<file path="config.mk">
export PLATFORM = sky130hd
export DESIGN_NAME = rfd_rx_framer
export DESIGN_NICKNAME = d
export VERILOG_FILES = /design/src/design/rfd_rx_framer.v
export VERILOG_INCLUDE_DIRS = /design/src /design/src/design
export SDC_FILE = /design/constraint.sdc
export NUM_CORES = 1
export LEC_CHECK = 0
export ABC_AREA = 0
export BUFFER_PORTS_ARGS = -buffer_cell sky130_fd_sc_hd__buf_2
export CAP_MARGIN = 20
export CORE_MARGIN = 3
export CORE_UTILIZATION = 58
export CTS_BUF_LIST = sky130_fd_sc_hd__clkbuf_4 sky130_fd_sc_hd__clkbuf_8
export DETAILED_ROUTE_END_ITERATION = 8
export PLACE_DENSITY = 0.8
export SETUP_SLACK_MARGIN = 0.3
export SLEW_MARGIN = 0
export SYNTH_ARGS = -nofsm -noshare
export SYNTH_HDL_FRONTEND = slang
export SYNTH_SLANG_ARGS = --single-unit
export TNS_END_PERCENT = 50
</file>
<file path="constraint.sdc">
create_clock -name sys_clk -period 5.1 [get_ports sys_clk]
set_clock_uncertainty 0.2 [all_clocks]
set_input_delay 0.255 -clock sys_clk [delete_from_list [all_inputs] [get_ports sys_clk]]
set_output_delay 0.255 -clock sys_clk [all_outputs]
set_load 0.02 [all_outputs]
</file>
<file path="src/design/rfd_map.vh">
`ifndef RFD_MAP_VH
`define RFD_MAP_VH

// ==========================================================================
// register map
`define RFD_CTRL_ADDR 8'h00
`define RFD_STAT_ADDR 8'h04
`define RFD_CTRL_RST 10'h12B

// ==========================================================================
// control field positions and the status error bit
`define RFD_EN_BIT 0
`define RFD_FMODE_LSB 1
`define RFD_FCHAR_LSB 3
`define RFD_DMODE_LSB 5
`define RFD_RATE_BIT 7
`define RFD_CKSEL_LSB 8
`define RFD_CFGERR_BIT 4

// ==========================================================================
// three-level select codes
`define RFD_LVL_LOW 2'b00
`define RFD_LVL_MID 2'b01
`define RFD_LVL_HIGH 2'b10

// ==========================================================================
// framing patterns, first received bit in the msb
`define RFD_COMMA_NEG 8'h3E
`define RFD_COMMA_POS 8'hC1
`define RFD_K285_NEG 10'h0FA
`define RFD_K285_POS 10'h305

// ==========================================================================
// timing counts in bit periods; RFD_HIGH_RUN counts aligned hits
`define RFD_LAST_BIT 4'd9
`define RFD_HALF_CHAR 4'd5
`define RFD_MID_SPAN 6'd50
`define RFD_AGE_MAX 6'h3F
`define RFD_HIGH_RUN 3'd4
`define RFD_MAX_STRETCH 4'd2

// ==========================================================================
// receive status codes
`define RFD_ST_DATA 3'b000
`define RFD_ST_SPECIAL 3'b001
`define RFD_ST_FRAMING 3'b010
`define RFD_ST_NOSYNC 3'b011
`define RFD_ST_DISP 3'b101
`define RFD_ST_INVALID 3'b110

`endif

</file>
<file path="src/design/rfd_rx_framer.v">
// Local design decisions: the register addresses and the address-and-strobe port.
`timescale 1ns/1ns
`include "rfd_map.vh"

// Operation
// - search every bit offset, then set boundaries
// - select chooses comma or full K28.5
// - comma compare uses eight bits
// - framer disabled keeps boundaries unchanged
// - enabled mode applies to all channels
// - low latency aligns on first detection by stretching
// - stretch at most two bits per cycle
// - framed output within nine or fourteen cycles
// - multi-byte modes shift data, not clock
// - mid mode needs two hits within 50 bits
// - high mode needs four consecutive aligned hits
// - decoder enabled converts characters back
// - status 000 data, 001 special
// - other status codes for framing, errors, sync
// - decoder off passes raw characters, clock select mid
// - special codes mapped per decoder mode
// - odd parity over each decoded character
// - channels run independent or bonded alike; here every lane frames on its own, with no bonded mode
module rfd_rx_framer #(
  parameter CHANNELS = 4
) (
  input wire sys_clk,
  input wire rst_b,
  input wire [7:0] bus_addr,
  input wire [31:0] bus_wdata,
  input wire bus_wr,
  input wire bus_rd,
  output reg [31:0] bus_rdata,
  input wire [CHANNELS-1:0] serial_in,
  output wire [CHANNELS*10-1:0] rx_char,
  output wire [CHANNELS*3-1:0] receive_char_status,
  output wire [CHANNELS-1:0] rx_parity,
  output wire [CHANNELS-1:0] rx_char_valid,
  output wire [CHANNELS-1:0] recovered_clock_out
);

  // ========================================================================
  // decode helpers
  // decoded value carries a valid flag in its msb; an unknown code returns zero
  function [5:0] dec6;
    input [5:0] c;
    begin
      case (c)
        6'b100111, 6'b011000: dec6 = {1'b1, 5'h00};
        6'b011101, 6'b100010: dec6 = {1'b1, 5'h01};
        6'b101101, 6'b010010: dec6 = {1'b1, 5'h02};
        6'b110001: dec6 = {1'b1, 5'h03};
        6'b110101, 6'b001010: dec6 = {1'b1, 5'h04};
        6'b101001: dec6 = {1'b1, 5'h05};
        6'b011001: dec6 = {1'b1, 5'h06};
        6'b111000, 6'b000111: dec6 = {1'b1, 5'h07};
        6'b111001, 6'b000110: dec6 = {1'b1, 5'h08};
        6'b100101: dec6 = {1'b1, 5'h09};
        6'b010101: dec6 = {1'b1, 5'h0A};
        6'b110100: dec6 = {1'b1, 5'h0B};
        6'b001101: dec6 = {1'b1, 5'h0C};
        6'b101100: dec6 = {1'b1, 5'h0D};
        6'b011100: dec6 = {1'b1, 5'h0E};
        6'b010111, 6'b101000: dec6 = {1'b1, 5'h0F};
        6'b011011, 6'b100100: dec6 = {1'b1, 5'h10};
        6'b100011: dec6 = {1'b1, 5'h11};
        6'b010011: dec6 = {1'b1, 5'h12};
        6'b110010: dec6 = {1'b1, 5'h13};
        6'b001011: dec6 = {1'b1, 5'h14};
        6'b101010: dec6 = {1'b1, 5'h15};
        6'b011010: dec6 = {1'b1, 5'h16};
        6'b111010, 6'b000101: dec6 = {1'b1, 5'h17};
        6'b110011, 6'b001100: dec6 = {1'b1, 5'h18};
        6'b100110: dec6 = {1'b1, 5'h19};
        6'b010110: dec6 = {1'b1, 5'h1A};
        6'b110110, 6'b001001: dec6 = {1'b1, 5'h1B};
        6'b001110, 6'b001111, 6'b110000: dec6 = {1'b1, 5'h1C};
        6'b101110, 6'b010001: dec6 = {1'b1, 5'h1D};
        6'b011110, 6'b100001: dec6 = {1'b1, 5'h1E};
        6'b101011, 6'b010100: dec6 = {1'b1, 5'h1F};
        default: dec6 = 6'h00;
      endcase
    end
  endfunction

  function [3:0] dec4;
    input [3:0] c;
    begin
      case (c)
        4'b1011, 4'b0100: dec4 = {1'b1, 3'd0};
        4'b1001: dec4 = {1'b1, 3'd1};
        4'b0101: dec4 = {1'b1, 3'd2};
        4'b1100, 4'b0011: dec4 = {1'b1, 3'd3};
        4'b1101, 4'b0010: dec4 = {1'b1, 3'd4};
        4'b1010: dec4 = {1'b1, 3'd5};
        4'b0110: dec4 = {1'b1, 3'd6};
        4'b1110, 4'b0001, 4'b0111, 4'b1000: dec4 = {1'b1, 3'd7};
        default: dec4 = 4'h0;
      endcase
    end
  endfunction

  // population counts feed the disparity check
  function [2:0] ones6;
    input [5:0] v;
    begin
      ones6 = {2'b00, v[0]} + {2'b00, v[1]} + {2'b00, v[2]}
        + {2'b00, v[3]} + {2'b00, v[4]} + {2'b00, v[5]};
    end
  endfunction

  // wraps a slip amount back into one character
  function [3:0] mod10;
    input [4:0] v;
    begin
      mod10 = (v >= 5'd10) ? v[3:0] - 4'd10 : v[3:0];
    end
  endfunction

  // ========================================================================
  // register port
  reg [9:0] ctrl_q;
  wire [CHANNELS-1:0] framed;
  wire fr_en = ctrl_q[`RFD_EN_BIT];
  wire [1:0] fr_mode = ctrl_q[`RFD_FMODE_LSB+1:`RFD_FMODE_LSB];
  wire [1:0] fr_char = ctrl_q[`RFD_FCHAR_LSB+1:`RFD_FCHAR_LSB];
  wire [1:0] dec_mode = ctrl_q[`RFD_DMODE_LSB+1:`RFD_DMODE_LSB];
  wire rate_half = ctrl_q[`RFD_RATE_BIT];
  wire [1:0] ck_sel = ctrl_q[`RFD_CKSEL_LSB+1:`RFD_CKSEL_LSB];
  // raw mode needs the per-channel recovered clock source
  wire cfg_err = (dec_mode == `RFD_LVL_LOW) && (ck_sel != `RFD_LVL_MID);

  always @(posedge sys_clk or negedge rst_b)
  begin
    if (!rst_b)
    begin
      ctrl_q <= `RFD_CTRL_RST;
      bus_rdata <= 32'h0000_0000;
    end
    else
    begin
      // modes are read live; a change acts from the next boundary found
      if (bus_wr && bus_addr == `RFD_CTRL_ADDR)
        ctrl_q <= bus_wdata[9:0];
      // read data stand for one cycle only and fall back to zero
      // the status word packs four framed flags; it assumes the default four lanes
      if (!bus_rd)
        bus_rdata <= 32'h0000_0000;
      else if (bus_addr == `RFD_CTRL_ADDR)
        bus_rdata <= {22'h000000, ctrl_q};
      else if (bus_addr == `RFD_STAT_ADDR)
        bus_rdata <= {27'h0000000, cfg_err, framed[3:0]};
      else
        bus_rdata <= 32'h0000_0000;
    end
  end

  // ========================================================================
  // per-channel framer and decoder; lanes share the config but each frames on its own
  genvar ch;
  generate
    for (ch = 0; ch < CHANNELS; ch = ch + 1)
    begin : lane
      reg sync1_q, sync2_q;
      reg [18:0] hist_q;
      reg [3:0] bcnt_q, slip_q, stretch_q, ofs_q, last_ph_q;
      reg [5:0] age_q;
      reg [2:0] run_q;
      reg framed_q, rd_q, rclk_q, valid_q, par_q;
      reg [9:0] char_q;
      reg [2:0] stat_q;
      // nineteen bits of history plus the newest bit cover any offset
      wire [19:0] ext = {hist_q, sync2_q};
      wire [9:0] cur = ext[9:0];
      wire [19:0] ext_sh = ext >> ofs_q;
      wire [9:0] ten = ext_sh[9:0];
      // eighth comma bit is the inverse of the seventh
      wire comma_hit = (cur[9:2] == `RFD_COMMA_NEG) || (cur[9:2] == `RFD_COMMA_POS);
      wire k285_hit = (cur == `RFD_K285_NEG) || (cur == `RFD_K285_POS);
      wire hit_any = (fr_char == `RFD_LVL_HIGH) ? k285_hit
        : (fr_char == `RFD_LVL_MID) ? comma_hit : 1'b0;
      wire det = fr_en && hit_any;
      wire at_end = (bcnt_q == `RFD_LAST_BIT);
      wire cs = at_end && (stretch_q == 4'd0);
      wire [3:0] need = mod10({1'b0, bcnt_q} + {1'b0, ofs_q} + 5'd1);
      wire [3:0] new_ofs = `RFD_LAST_BIT - bcnt_q;
      // a hit on the offset already chosen only confirms framing
      wire in_phase = (new_ofs == ofs_q);
      // modes come from live control bits, shared by every lane
      wire mode_ll = (fr_mode == `RFD_LVL_LOW);
      wire mode_mid = (fr_mode == `RFD_LVL_MID);
      wire mode_hi = (fr_mode == `RFD_LVL_HIGH);
      wire same_ph = (last_ph_q == bcnt_q);
      wire mid_ok = det && mode_mid && same_ph && (age_q < `RFD_MID_SPAN);
      // a broken run restarts the count at one, the current hit itself
      wire run_next = det && same_ph && (age_q == 6'd9);
      wire [2:0] run_d = run_next ? run_q + 3'd1 : 3'd1;
      wire hi_ok = det && mode_hi && (run_d >= `RFD_HIGH_RUN);
      wire [5:0] d6 = dec6(ten[9:4]);
      // a positive-disparity K28 carries its 4-bit sub-block complemented,
      // so every such code is inverted before the shared 4-bit table;
      // no data code starts with 110000, so nothing else is touched
      wire flip4 = (ten[9:4] == 6'b110000);
      wire [3:0] d4 = dec4(flip4 ? ~ten[3:0] : ten[3:0]);
      wire alt7 = (ten[3:0] == 4'b0111) || (ten[3:0] == 4'b1000);
      wire k28 = (ten[9:4] == 6'b001111) || (ten[9:4] == 6'b110000);
      wire kx7 = alt7 && (d6[4:0] == 5'h17 || d6[4:0] == 5'h1B
        || d6[4:0] == 5'h1D || d6[4:0] == 5'h1E);
      wire is_k = k28 || kx7;
      wire is_frame = (ten[9:2] == `RFD_COMMA_NEG) || (ten[9:2] == `RFD_COMMA_POS);
      wire [7:0] byte_v = {d4[2:0], d6[4:0]};
      wire [2:0] n6 = ones6(ten[9:4]);
      wire [2:0] n4 = ones6({2'b00, ten[3:0]});
      reg rd_mid, rd_end, disp_err;
      reg [2:0] stat_d;

      // disparity is checked per sub-block; a wrong sign flags the character
      // but still resyncs the tracker to what was received
      always @*
      begin
        rd_mid = rd_q;
        disp_err = 1'b0;
        if (n6 > 3'd3)
        begin
          disp_err = rd_q;
          rd_mid = 1'b1;
        end
        else if (n6 < 3'd3)
        begin
          disp_err = ~rd_q;
          rd_mid = 1'b0;
        end
        rd_end = rd_mid;
        if (n4 > 3'd2)
        begin
          disp_err = disp_err | rd_mid;
          rd_end = 1'b1;
        end
        else if (n4 < 3'd2)
        begin
          disp_err = disp_err | ~rd_mid;
          rd_end = 1'b0;
        end
        // unsynced beats every other code, then invalid, disparity, framing
        if (!framed_q)
          stat_d = `RFD_ST_NOSYNC;
        else if (!d6[5] || !d4[3])
          stat_d = `RFD_ST_INVALID;
        else if (disp_err)
          stat_d = `RFD_ST_DISP;
        else if (is_frame && dec_mode == `RFD_LVL_MID)
          stat_d = `RFD_ST_FRAMING;
        else if (is_k)
          stat_d = `RFD_ST_SPECIAL;
        else
          stat_d = `RFD_ST_DATA;
      end

      always @(posedge sys_clk or negedge rst_b)
      begin
        if (!rst_b)
        begin
          sync1_q <= 1'b0;
          sync2_q <= 1'b0;
          hist_q <= 19'h00000;
          bcnt_q <= 4'h0;
          slip_q <= 4'h0;
          stretch_q <= 4'h0;
          ofs_q <= 4'h0;
          last_ph_q <= 4'h0;
          age_q <= `RFD_AGE_MAX;
          run_q <= 3'h0;
          framed_q <= 1'b0;
          // running disparity starts negative
          rd_q <= 1'b0;
          rclk_q <= 1'b0;
          valid_q <= 1'b0;
          par_q <= 1'b0;
          char_q <= 10'h000;
          stat_q <= `RFD_ST_NOSYNC;
        end
        else
        begin
          sync1_q <= serial_in[ch];
          sync2_q <= sync1_q;
          hist_q <= ext[18:0];
          // one valid pulse per character, a cycle after the boundary
          valid_q <= cs;
          // age saturates so a stale hit never meets the 50-bit window
          if (age_q != `RFD_AGE_MAX)
            age_q <= age_q + 6'd1;
          // character clock: end-of-character holds while a stretch is due
          if (at_end && stretch_q != 4'd0)
            stretch_q <= stretch_q - 4'd1;
          else if (at_end)
          begin
            // a detection may ask for up to nine bits of slip; it is paid
            // out two bits per character so the recovered clock never jumps
            bcnt_q <= 4'h0;
            if (slip_q > `RFD_MAX_STRETCH)
            begin
              stretch_q <= `RFD_MAX_STRETCH;
              slip_q <= slip_q - `RFD_MAX_STRETCH;
            end
            else
            begin
              stretch_q <= slip_q;
              slip_q <= 4'h0;
            end
          end
          else
            bcnt_q <= bcnt_q + 4'd1;
          if (det && !(at_end && stretch_q != 4'd0))
          begin
            last_ph_q <= bcnt_q;
            age_q <= 6'd0;
            run_q <= run_d;
            if (mode_ll && slip_q == 4'd0 && stretch_q == 4'd0)
            begin
              // first hit steers the clock itself
              slip_q <= need;
              framed_q <= (need == 4'd0);
            end
            else if ((mid_ok || hi_ok) && !in_phase)
            begin
              ofs_q <= new_ofs;
              framed_q <= 1'b1;
            end
            else if (!mode_ll && in_phase && (mid_ok || hi_ok))
              framed_q <= 1'b1;
          end
          else if (mode_ll && slip_q == 4'd0 && stretch_q == 4'd0 && at_end && det)
            framed_q <= framed_q;
          if (mode_ll && fr_en && !framed_q && slip_q == 4'd0 && stretch_q == 4'd0
            && age_q != `RFD_AGE_MAX && cs)
            framed_q <= 1'b1;
          // half rate toggles once per character, full rate is high half a character
          if (rate_half)
            rclk_q <= cs ? ~rclk_q : rclk_q;
          else
            rclk_q <= (bcnt_q < `RFD_HALF_CHAR);
          if (cs)
          begin
            if (dec_mode == `RFD_LVL_LOW)
            begin
              char_q <= ten;
              stat_q <= `RFD_ST_DATA;
              par_q <= ~^ten;
            end
            else
            begin
              // data decode is common to both enabled modes
              char_q <= {2'b00, byte_v};
              stat_q <= stat_d;
              par_q <= ~^byte_v;
              rd_q <= rd_end;
            end
          end
        end
      end

      assign framed[ch] = framed_q;
      assign rx_char[ch*10+9:ch*10] = char_q;
      assign receive_char_status[ch*3+2:ch*3] = stat_q;
      assign rx_parity[ch] = par_q;
      assign rx_char_valid[ch] = valid_q;
      assign recovered_clock_out[ch] = rclk_q;
    end
  endgenerate

endmodule

</file>
==> impl_metrics.json, run 1 <==
{
  "drive_gt1_share_pct": 22.2,
  "finalPower_w": 0.00680,
  "place_congestion": 0.923,
  "clk-insertion-delay-late_ns": 0.63,
  "p_sw_w": 0.00218,
  "seq_area_frac_synth_pct": 32.6,
  "arrival_ns": 5.22,
  "clockRootBuffer": "clkbuf_8",
  "synthCells": 2410,
  "synth_top_area_share_pct": 28.3,
  "drc": 0,
  "endpoint_kind": "flip-flop",
  "worstPathMaxFanout": 7,
  "grt_max_degree": 105,
  "required_ns": 5.44,
  "initial_core_util_pct": 59.3,
  "switching_share_pct": 32.1,
  "h-tree-depth": 2,
  "numClockSinks": 292,
  "insertedDiodeCount": 0,
  "synth.area.top_cells": "dfrtp_1 (28%), ha_1 (9.0%), mux4_2 (7.4%), nand2_1 (4.8%), dfstp_2 (4.3%)",
  "syn2layout_area_growth_pct": 13.5,
  "grt_pass1_vias": 18769,
  "overflow": 0,
  "maxCapViolCount": 0,
  "intPower_w": 0.00461,
  "first_iter_violations": 1502,
  "firstDrtPassIters": 6,
  "clk_path_buf_depth": 3,
  "routed_via_density": 6.16,
  "power_density_nw_per_um2": 266,
  "final_nets": 2805,
  "synth-edff-count": 0,
  "seqPwrFrac_pct": 40.1,
  "final-instance-count-excl-fill": 3126,
  "async_reset_ff_share_pct": 100,
  "place_area_um2": 23600,
  "clkTransAtPathRegs_ns": 0.07,
  "post-route-period-util_pct": 95.5,
  "mostFrequentLayoutCells": "nand2_1 (286), dfrtp_1 (248), o21ai_0 (189)",
  "setup_viol_count_final": 0,
  "core_area_um2": 38000,
  "ys_warn_count": 0,
  "fmax_mhz": 205,
  "place_inst": 2972,
  "fin_tns_setup_ns": 0,
  "criticalPathCategory": "flip-flop to flip-flop",
  "p_clk_share_pct": 35.2,
  "drt-total-wl_um": 57700,
  "numCtsBuffers": 48,
  "syn_avg_cell_area_um2": 9.35,
  "cts_tree": "yes",
  "vdd_drop_max_v": 0.000159,
  "tightest_slew_ns": 1.11,
  "rows": 71,
  "fin_crit_ns": 4.87,
  "pwr-share-comb_pct": 24.7,
  "drv_slew": 0,
  "num_io_pins": 144,
  "p_leak_nw": 11.4,
  "synth_flop_cell": "dfrtp_1",
  "status": "finished, final reports clean",
  "grt_util_all_layers_pct": 27.1,
  "final_cell_area_um2": 25600,
  "hp-class": "input pin to async pin",
  "rsz0062_at_grt": "true",
  "antenna_found_initial": 0,
  "hold_viol": 0,
  "ant_nets": 0,
  "ys_types": 105,
  "ys_ff_latch": 292,
  "synth_area_um2": 22500,
  "max_slew_margin_pct": 26.0,
  "grt_pass1_wl_um": 93700,
  "final_common_cell": "nand2_1",
  "yosys.area.top_type": "dfrtp_1",
  "dieArea_um2": 41300,
  "wl_per_cell_um": 18.5,
  "hpwlAfterDp_um": 40300,
  "via_count": 19247,
  "port_buffers": 99,
  "die_x_um": 203,
  "critPathLaunchType": "flip-flop",
  "die_h_um": 203
}
area by class of cell:
type                            instances  area [µm²]
Clock buffer                           77        1020
Multi-Input combinational cell       1838       14100
Inverter                              152         593
Tap cell                              511         639
Clock inverter                         13         129
Sequential cell                       292        7360
Timing Repair Buffer                  243        1790
Fill cell                            2857       12400
critical path: stages, from the launching register on:
cell      delay (ns)
dfrtp_2         0.49
buf_6           0.17
mux2i_2         0.15
mux4_2          0.49
mux2_4          0.31
fa_1            0.53
fa_1            0.41
inv_1           0.07
ha_2            0.17
inv_2           0.03
fa_1            0.42
nand2b_4        0.15
maj3_2          0.30
a21oi_2         0.14
o21ai_2         0.09
or3_1           0.32
nand3_2         0.09
o21ai_0         0.08
o21ai_1         0.19
metal layers:
metal | GRT usage (%) | part of all wire, %
met3 | 4.28 | 6.9
met4 | 8.55 | 2.4
met2 | 45.4 | 48
met5 | 0 | 0
met1 | 36.6 | 42
flip-flops by register name (all words and copies together), names as in the netlist, 10 cells and up:
register / flops
ctrl_q: 10
lane.bcnt_q: 16
lane.hist_q: 76
bus_rdata: 10
lane.run_q: 12
lane.char_q: 40
lane.ofs_q: 16
lane.last_ph_q: 16
lane.age_q: 24
lane.stretch_q: 16
lane.stat_q: 12
lane.slip_q: 16
cells by family after synthesis:
logic type | after synthesis | synth area share (%)
AND/OR/NAND/NOR | 725 | 15.0
buffers and inverters | 302 | 6.33
flip-flops | 292 | 32.6
other | 1 | 0.0166
adder cells (fa/ha/maj) | 186 | 10.9
XOR/XNOR | 111 | 4.50
multiplexers | 223 | 14.9
AO/OA/AOI/OAI | 570 | 15.7
per-stage QoR:
step                      setup slack [ns]  hold slack, ns  util [%]
after floorplan                     0.0839          -0.241         -
after global placement               0.182           0.137      62.1
after detailed placement            0.0987           0.136      62.1
after CTS                            0.243          0.0364      66.0
after global routing                0.0834          0.0825      67.3
final                                0.228          0.0672      67.3
worst paths after layout:
check,startpoint,end,slack [ns],depth (start not counted)
max,lane[3].ofs_q[0],lane[3].stat_q[1],0.23,18
min,rst_b,lane[2].char_q[6],0.07,2
max reg2reg,lane[3].ofs_q[0],lane[3].stat_q[1],0.23,18
min reg2reg,lane[2].sync1_q,lane[2].sync2_q,0.15,0
max in group asynchronous,rst_b,lane[3].ofs_q[2],3.32,3
min in group sys_clk,serial_in[3],lane[3].sync1_q,0.07,2
Yosys cell counts (all sizes together) (72+ instances only):
cell type,instances
inv,147
a21oi,134
mux4,77
xnor2,80
dfrtp,255
nand2,289
buf,72
o21ai,200
mux2i,77
clkbuf,78
ha,162
nor2,169
power by group through the flow:
stage | clock (W) | sequential [W] | combinational [W]
floorplan | 0 | 0.00273 | 0.00119
global placement | 0 | 0.00274 | 0.00153
detailed placement | 0 | 0.00275 | 0.00158
CTS | 0.00243 | 0.00272 | 0.00162
global route | 0.00255 | 0.00275 | 0.00186
finish | 0.00239 | 0.00272 | 0.00168
repair_timing:
action / 4_1_cts / 5_1_grt
hold endpoints to repair: 125 / 0
buffers inserted: 8 / 29
hold buffers: 21 / 0
gates cloned: 1 / 4
pin swaps: 8 / 22
endpoints found under the setup margin: 9 / 14
gates resized for setup: 10 / 56
Power figures use the tool's default switching activity.
==> inputs of run 2 (changes only) <==
Settings changed: BUFFER_PORTS_ARGS -buffer_cell sky130_fd_sc_hd__buf_2 to -buffer_cell sky130_fd_sc_hd__buf_4.
==> run 2 against run 1 <==
- routed wire length down 2.3%
- core utilization decreased by 0.40 points
- fmax rose by 0.67%
- worst setup slack better by 0.033 ns
- flip-flop and latch count unchanged
- first-iteration DRC count shrank 4.7%
- largest power group unchanged
- highest routed layer unchanged
==> impl_metrics.json, run 2 (synthesis results as in run 1) <==
{
  "cts_tree": "yes",
  "wl_per_cell_um": 18.2,
  "grt_max_degree": 129,
  "setup_viol_count_final": 0,
  "grt_pass1_vias": 18748,
  "hpwlAfterDp_um": 40700,
  "clk-insertion-delay-late_ns": 0.61,
  "rows": 71,
  "place_congestion": 0.908,
  "post-route-period-util_pct": 94.9,
  "maxCapViolCount": 0,
  "drc": 0,
  "switching_share_pct": 31.6,
  "final-instance-count-excl-fill": 3094,
  "num_io_pins": 144,
  "insertedDiodeCount": 0,
  "routed_via_density": 6.09,
  "antenna_found_initial": 1,
  "fin_crit_ns": 4.84,
  "hp-class": "input pin to flip-flop",
  "die_x_um": 203,
  "critPathLaunchType": "flip-flop",
  "largest_register": "lane.hist_q",
  "syn2layout_area_growth_pct": 12.8,
  "overflow": 0,
  "p_sw_w": 0.00213,
  "place_inst": 2969,
  "worstPathMaxFanout": 7,
  "fin_hold_ws_ns": 0.104,
  "vdd_drop_max_v": 0.000188,
  "pwr-share-comb_pct": 25.0,
  "seqPwrFrac_pct": 40.3,
  "required_ns": 5.43,
  "drv_slew": 0,
  "hold_viol": 0,
  "firstDrtPassIters": 5,
  "endpoint_kind": "flip-flop",
  "biggestRegsByFlops": "lane.hist_q: 76 flops, lane.char_q: 40 flops, lane.age_q: 24 flops",
  "grt_util_all_layers_pct": 27.3,
  "rsz0062_at_grt": "true",
  "port_buffers": 99,
  "ant_nets": 0,
  "clkTransAtPathRegs_ns": 0.06,
  "status": "finished, final reports clean",
  "max_slew_margin_pct": 25.3,
  "p_clk_share_pct": 34.7,
  "final_common_cell": "nand2_1",
  "first_iter_violations": 1431,
  "clk_path_buf_depth": 3,
  "p_leak_nw": 11.3,
  "n_fill_cell": 2983,
  "fmax_mhz": 207,
  "initial_core_util_pct": 59.3,
  "intPower_w": 0.00462,
  "clockRootBuffer": "clkbuf_8",
  "numCtsBuffers": 50,
  "mostFrequentLayoutCells": "nand2_1 (287), dfrtp_1 (248), o21ai_0 (186)",
  "dieArea_um2": 41300,
  "tightest_slew_ns": 1.12,
  "drt-total-wl_um": 56400,
  "largest_reg_flops": 76,
  "power_density_nw_per_um2": 265,
  "arrival_ns": 5.17,
  "grt_pass1_wl_um": 94100,
  "core_area_um2": 38000,
  "via_count": 18831,
  "final_nets": 2774,
  "drive_gt1_share_pct": 20.9,
  "h-tree-depth": 2,
  "die_h_um": 203,
  "numClockSinks": 292,
  "criticalPathCategory": "flip-flop to flip-flop"
}
## run 2: changes by cell type in the layout (fill, tap and decap cells not counted), sizes merged
cell,before,now
buf,219,189
clkbuf,79,83
inv,149,146
clkinv,11,9
bufbuf,1,0
bufinv,3,4
mux4,78,77
## run 2: worst max-delay path: stages (launching register included)
cell	delay [ns]
dfrtp_2	0.47
mux4_2	0.54
mux4_2	0.53
inv_2	0.09
fa_1	0.40
fa_1	0.49
inv_1	0.04
ha_2	0.16
inv_2	0.05
fa_1	0.40
nand2b_4	0.15
maj3_2	0.31
a21oi_2	0.14
o21ai_2	0.09
or3_4	0.39
nand3_4	0.10
o21ai_2	0.06
a22o_1	0.18
## run 2: final timing paths
path	startpoint	to	slack [ns]	cells past startpoint
hold reg to reg	lane[2].sync1_q	lane[2].sync2_q	0.15	0
min in group asynchronous	rst_b	lane[2].char_q[8]	0.11	2
setup / recovery	lane[3].ofs_q[0]	lane[3].stat_q[0]	0.26	17
max in group asynchronous	rst_b	ctrl_q[8]	3.48	3
hold / removal	serial_in[0]	lane[0].sync1_q	0.10	2
setup reg to reg	lane[3].ofs_q[0]	lane[3].stat_q[0]	0.26	17
## run 2: per-stage QoR
step / cell area (µm²) / power [W] / worst slack (ns) / TNS [ns] / util [%]
6_report: 25400 / 0.00675 / 0.260 / 0 / 66.9
2_1_floorplan: 22700 / 0.00392 / 0.0839 / 0 / -
4_1_cts: 25200 / 0.00677 / 0.218 / 0 / 66.4
3_5_place_dp: 23800 / 0.00438 / -0.0317 / -0.0317 / 62.7
5_1_grt: 25400 / 0.00712 / 0.0700 / 0 / 66.9
3_3_place_gp: 23800 / 0.00431 / 0.0787 / 0 / 62.7
## run 2: final cells by class
cell class	instances	area [µm²]	share of cell area [%]
timing repair buffer	211	1730	6.79
clock inverter	9	123	0.482
sequential	292	7360	28.9
clock buffer	82	985	3.87
tap	511	639	2.51
multi-input combinational	1837	14000	55.1
inverter	152	593	2.33
## run 2: repair_timing
action | 4_1_cts | 5_1_grt
gates cloned | 0 | 1
pin swaps | 5 | 5
setup endpoints to repair | 10 | 14
endpoints found under the hold margin | 141 | 0
resized for setup | 18 | 30
hold buffers | 21 | 0
buffers inserted | 6 | 6
## run 2: power groups by stage
| stage | Sequential [W] | Clock [W] | Combinational, W |
|---|---|---|---|
| after detailed placement | 0.00276 | 0 | 0.00163 |
| after CTS | 0.00272 | 0.00240 | 0.00166 |
| after floorplan | 0.00273 | 0 | 0.00119 |
| after global placement | 0.00275 | 0 | 0.00157 |
| after global routing | 0.00275 | 0.00250 | 0.00187 |
| final | 0.00272 | 0.00234 | 0.00169 |
## run 2: metal layers
layer  track usage [%]  vias up  wire [µm]
met5                 0        -          0
met4              8.63        0       1330
met3              4.12      103       3510
met2              45.7      631      27400
met1              36.8     9229      24100
li1                  -     8868          -
==> inputs of run 3 (changes only) <==
Settings changed: RECOVER_POWER set to 50.
==> run 3 against run 2 <==
- the flow now finishes with violations (max-capacitance violations, max-slew violations)
- flip-flop and latch count stayed put
- sequential share of layout area is 0.30 points higher
- routed wire length is 0.14% higher
- worst setup slack about the same
- register-to-register slack about the same
- non-clock buffer count unchanged
- core utilization fell by 0.70 points
- first-iteration DRC count grew 5.2%
- global-route usage did not move
- hold slack better by 0.017 ns
- final area down 1.0%
- cell count is the same
==> impl_metrics.json, run 3 (synthesis results as in run 1) <==
{
  "clk_path_buf_depth": 3,
  "dp_slack_ns": -0.0317,
  "numCtsBuffers": 50,
  "rows": 71,
  "initial_core_util_pct": 59.3,
  "insertedDiodeCount": 0,
  "grt_pass1_vias": 18748,
  "hold_viol": 0,
  "p_clk_share_pct": 34.9,
  "crit_top_cell": "fa_1",
  "critPathMaxStageDelay_ns": 0.50,
  "hp-class": "input pin to flip-flop",
  "p_sw_w": 0.00213,
  "port_buffers": 99,
  "intPower_w": 0.00457,
  "violations": "max-capacitance violations, max-slew violations",
  "firstDrtPassIters": 5,
  "pwr-share-comb_pct": 24.5,
  "h-tree-depth": 2,
  "cts_tree": "yes",
  "numClockSinks": 292,
  "fmax_mhz": 207,
  "crit_path_top_delay_cell": "fa_1",
  "arrival_ns": 5.17,
  "hpwlAfterDp_um": 40700,
  "status": "finished, violations left",
  "setup_viol_count_final": 0,
  "overflow": 0,
  "cp_cell_sequence": "buf_6, mux2i_2, mux4_2, mux2_4, fa_1, fa_1, inv_1, ha_2, inv_2, fa_1, nand2b_4, maj3_2, a21oi_2, o21ai_2, or3_4, nand3_4, o21ai_2, a22o_1",
  "place_area_um2": 23800,
  "rsz0062_at_grt": "true",
  "num_io_pins": 144,
  "place_congestion": 0.908,
  "dieArea_um2": 41300,
  "drc": 0,
  "grt_max_degree": 129,
  "power_density_nw_per_um2": 266,
  "routed_via_density": 6.09,
  "clkTransAtPathRegs_ns": 0.06,
  "maxCapViolCount": 1,
  "antenna_found_initial": 1,
  "syn2layout_area_growth_pct": 11.7,
  "via_count": 18852,
  "core_area_um2": 38000,
  "first_iter_violations": 1506,
  "ant_nets": 0,
  "post-route-period-util_pct": 94.9,
  "largest_register": "lane.hist_q",
  "drt-total-wl_um": 56500,
  "wl_per_cell_um": 18.2,
  "switching_share_pct": 31.8,
  "drv_slew": 128,
  "clk-insertion-delay-late_ns": 0.61,
  "r2r_setup_slack_ns": 0.26,
  "seqPwrFrac_pct": 40.6,
  "setup_ws_ns": 0.260,
  "fin_crit_ns": 4.84,
  "required_ns": 5.43,
  "grt_util_all_layers_pct": 27.3,
  "clockRootBuffer": "clkbuf_8",
  "worstPathMaxFanout": 7,
  "vdd_drop_max_v": 0.000187,
  "die_x_um": 203,
  "drive_gt1_share_pct": 18.4,
  "biggestRegsByFlops": "lane.hist_q: 76 flops, lane.char_q: 40 flops, lane.age_q: 24 flops",
  "critPathLaunchType": "flip-flop",
  "tightest_slew_ns": 3.21,
  "grt_pass1_wl_um": 94100,
  "finalPower_w": 0.00671,
  "endpoint_kind": "flip-flop",
  "mostFrequentLayoutCells": "nand2_1 (287), dfrtp_1 (248), o21ai_0 (186)",
  "p_leak_nw": 11.0,
  "n_fill_cell": 3056,
  "final_nets": 2774,
  "die_h_um": 203,
  "max_slew_margin_pct": -114,
  "final_cell_area_um2": 25200,
  "criticalPathCategory": "flip-flop to flip-flop",
  "fin_tns_setup_ns": 0,
  "largest_reg_flops": 76,
  "final_common_cell": "nand2_1"
}
run 3: cell count changes in the layout (fill, tap and decap cells not counted):
| cell | before | now |
|---|---|---|
| buf_4 | 180 | 112 |
| buf_12 | 4 | 3 |
| buf_8 | 1 | 0 |
| clkbuf_4 | 23 | 27 |
| clkbuf_1 | 0 | 64 |
| clkbuf_2 | 0 | 2 |
run 3: path summary, 6_finish.rpt:
check,start,end,cells past startpoint
max in group asynchronous,rst_b,lane[1].ofs_q[0],3
min in group asynchronous,rst_b,lane[2].char_q[8],2
min reg2reg,lane[2].sync1_q,lane[2].sync2_q,0
max reg2reg,lane[3].ofs_q[0],lane[3].stat_q[0],18
min,serial_in[2],lane[2].sync1_q,2
max,lane[3].ofs_q[0],lane[3].stat_q[0],18
run 3: cell type report:
| cell class | count | area, µm² | share of cell area (%) |
|---|---|---|---|
| timing repair buffer | 211 | 1460 | 5.80 |
| clock inverter | 9 | 123 | 0.487 |
| multi-input combinational | 1837 | 14000 | 55.7 |
| inverter | 152 | 593 | 2.36 |
| tap | 511 | 639 | 2.54 |
| clock buffer | 82 | 985 | 3.91 |
| sequential | 292 | 7360 | 29.2 |
run 3: worst max-delay path, delay by kind of cell (launching register included):
kind                       cells  cell delay [ns]
and+or+nand+nor                3             0.64
adders and majority gates      5             1.80
DFF                            1             0.48
AOI/OAI and AO/OA              4             0.47
muxes                          3             0.92
buffers and inverters          3             0.27
run 3: timing repair:
action                                  4_1_cts  5_1_grt
endpoints found under the hold margin       141        0
gates resized for setup                      18       30
pin swaps                                     5        5
hold buffers                                 21        0
endpoints found under the setup margin       10       14
buffers inserted                              6        6
cloned                                        0        1
run 3: routing by layer:
metal  track usage [%]  routed length, µm  vias to the layer above
met4              8.63               1310                        0
met2              45.7              27400                      648
met5                 0                  0                        -
li1                  -                  -                     8860
met1              36.8              24300                     9246
met3              4.12               3430                       98
run 3: power by group through the flow:
stage | sequential, W | clock [W] | combinational, W
2_1_floorplan | 0.00273 | 0 | 0.00119
5_1_grt | 0.00275 | 0.00250 | 0.00183
3_5_place_dp | 0.00276 | 0 | 0.00163
4_1_cts | 0.00272 | 0.00240 | 0.00166
6_report | 0.00272 | 0.00234 | 0.00164
3_3_place_gp | 0.00275 | 0 | 0.00157
run 3: through the flow:
step	cells	utilization (%)	hold WS, ns
floorplan	2431	-	-0.241
global placement	2969	62.7	0.135
detailed placement	2969	62.7	0.137
CTS	3087	66.4	0.0573
global route	3094	66.2	0.0972
finish	3094	66.2	0.121
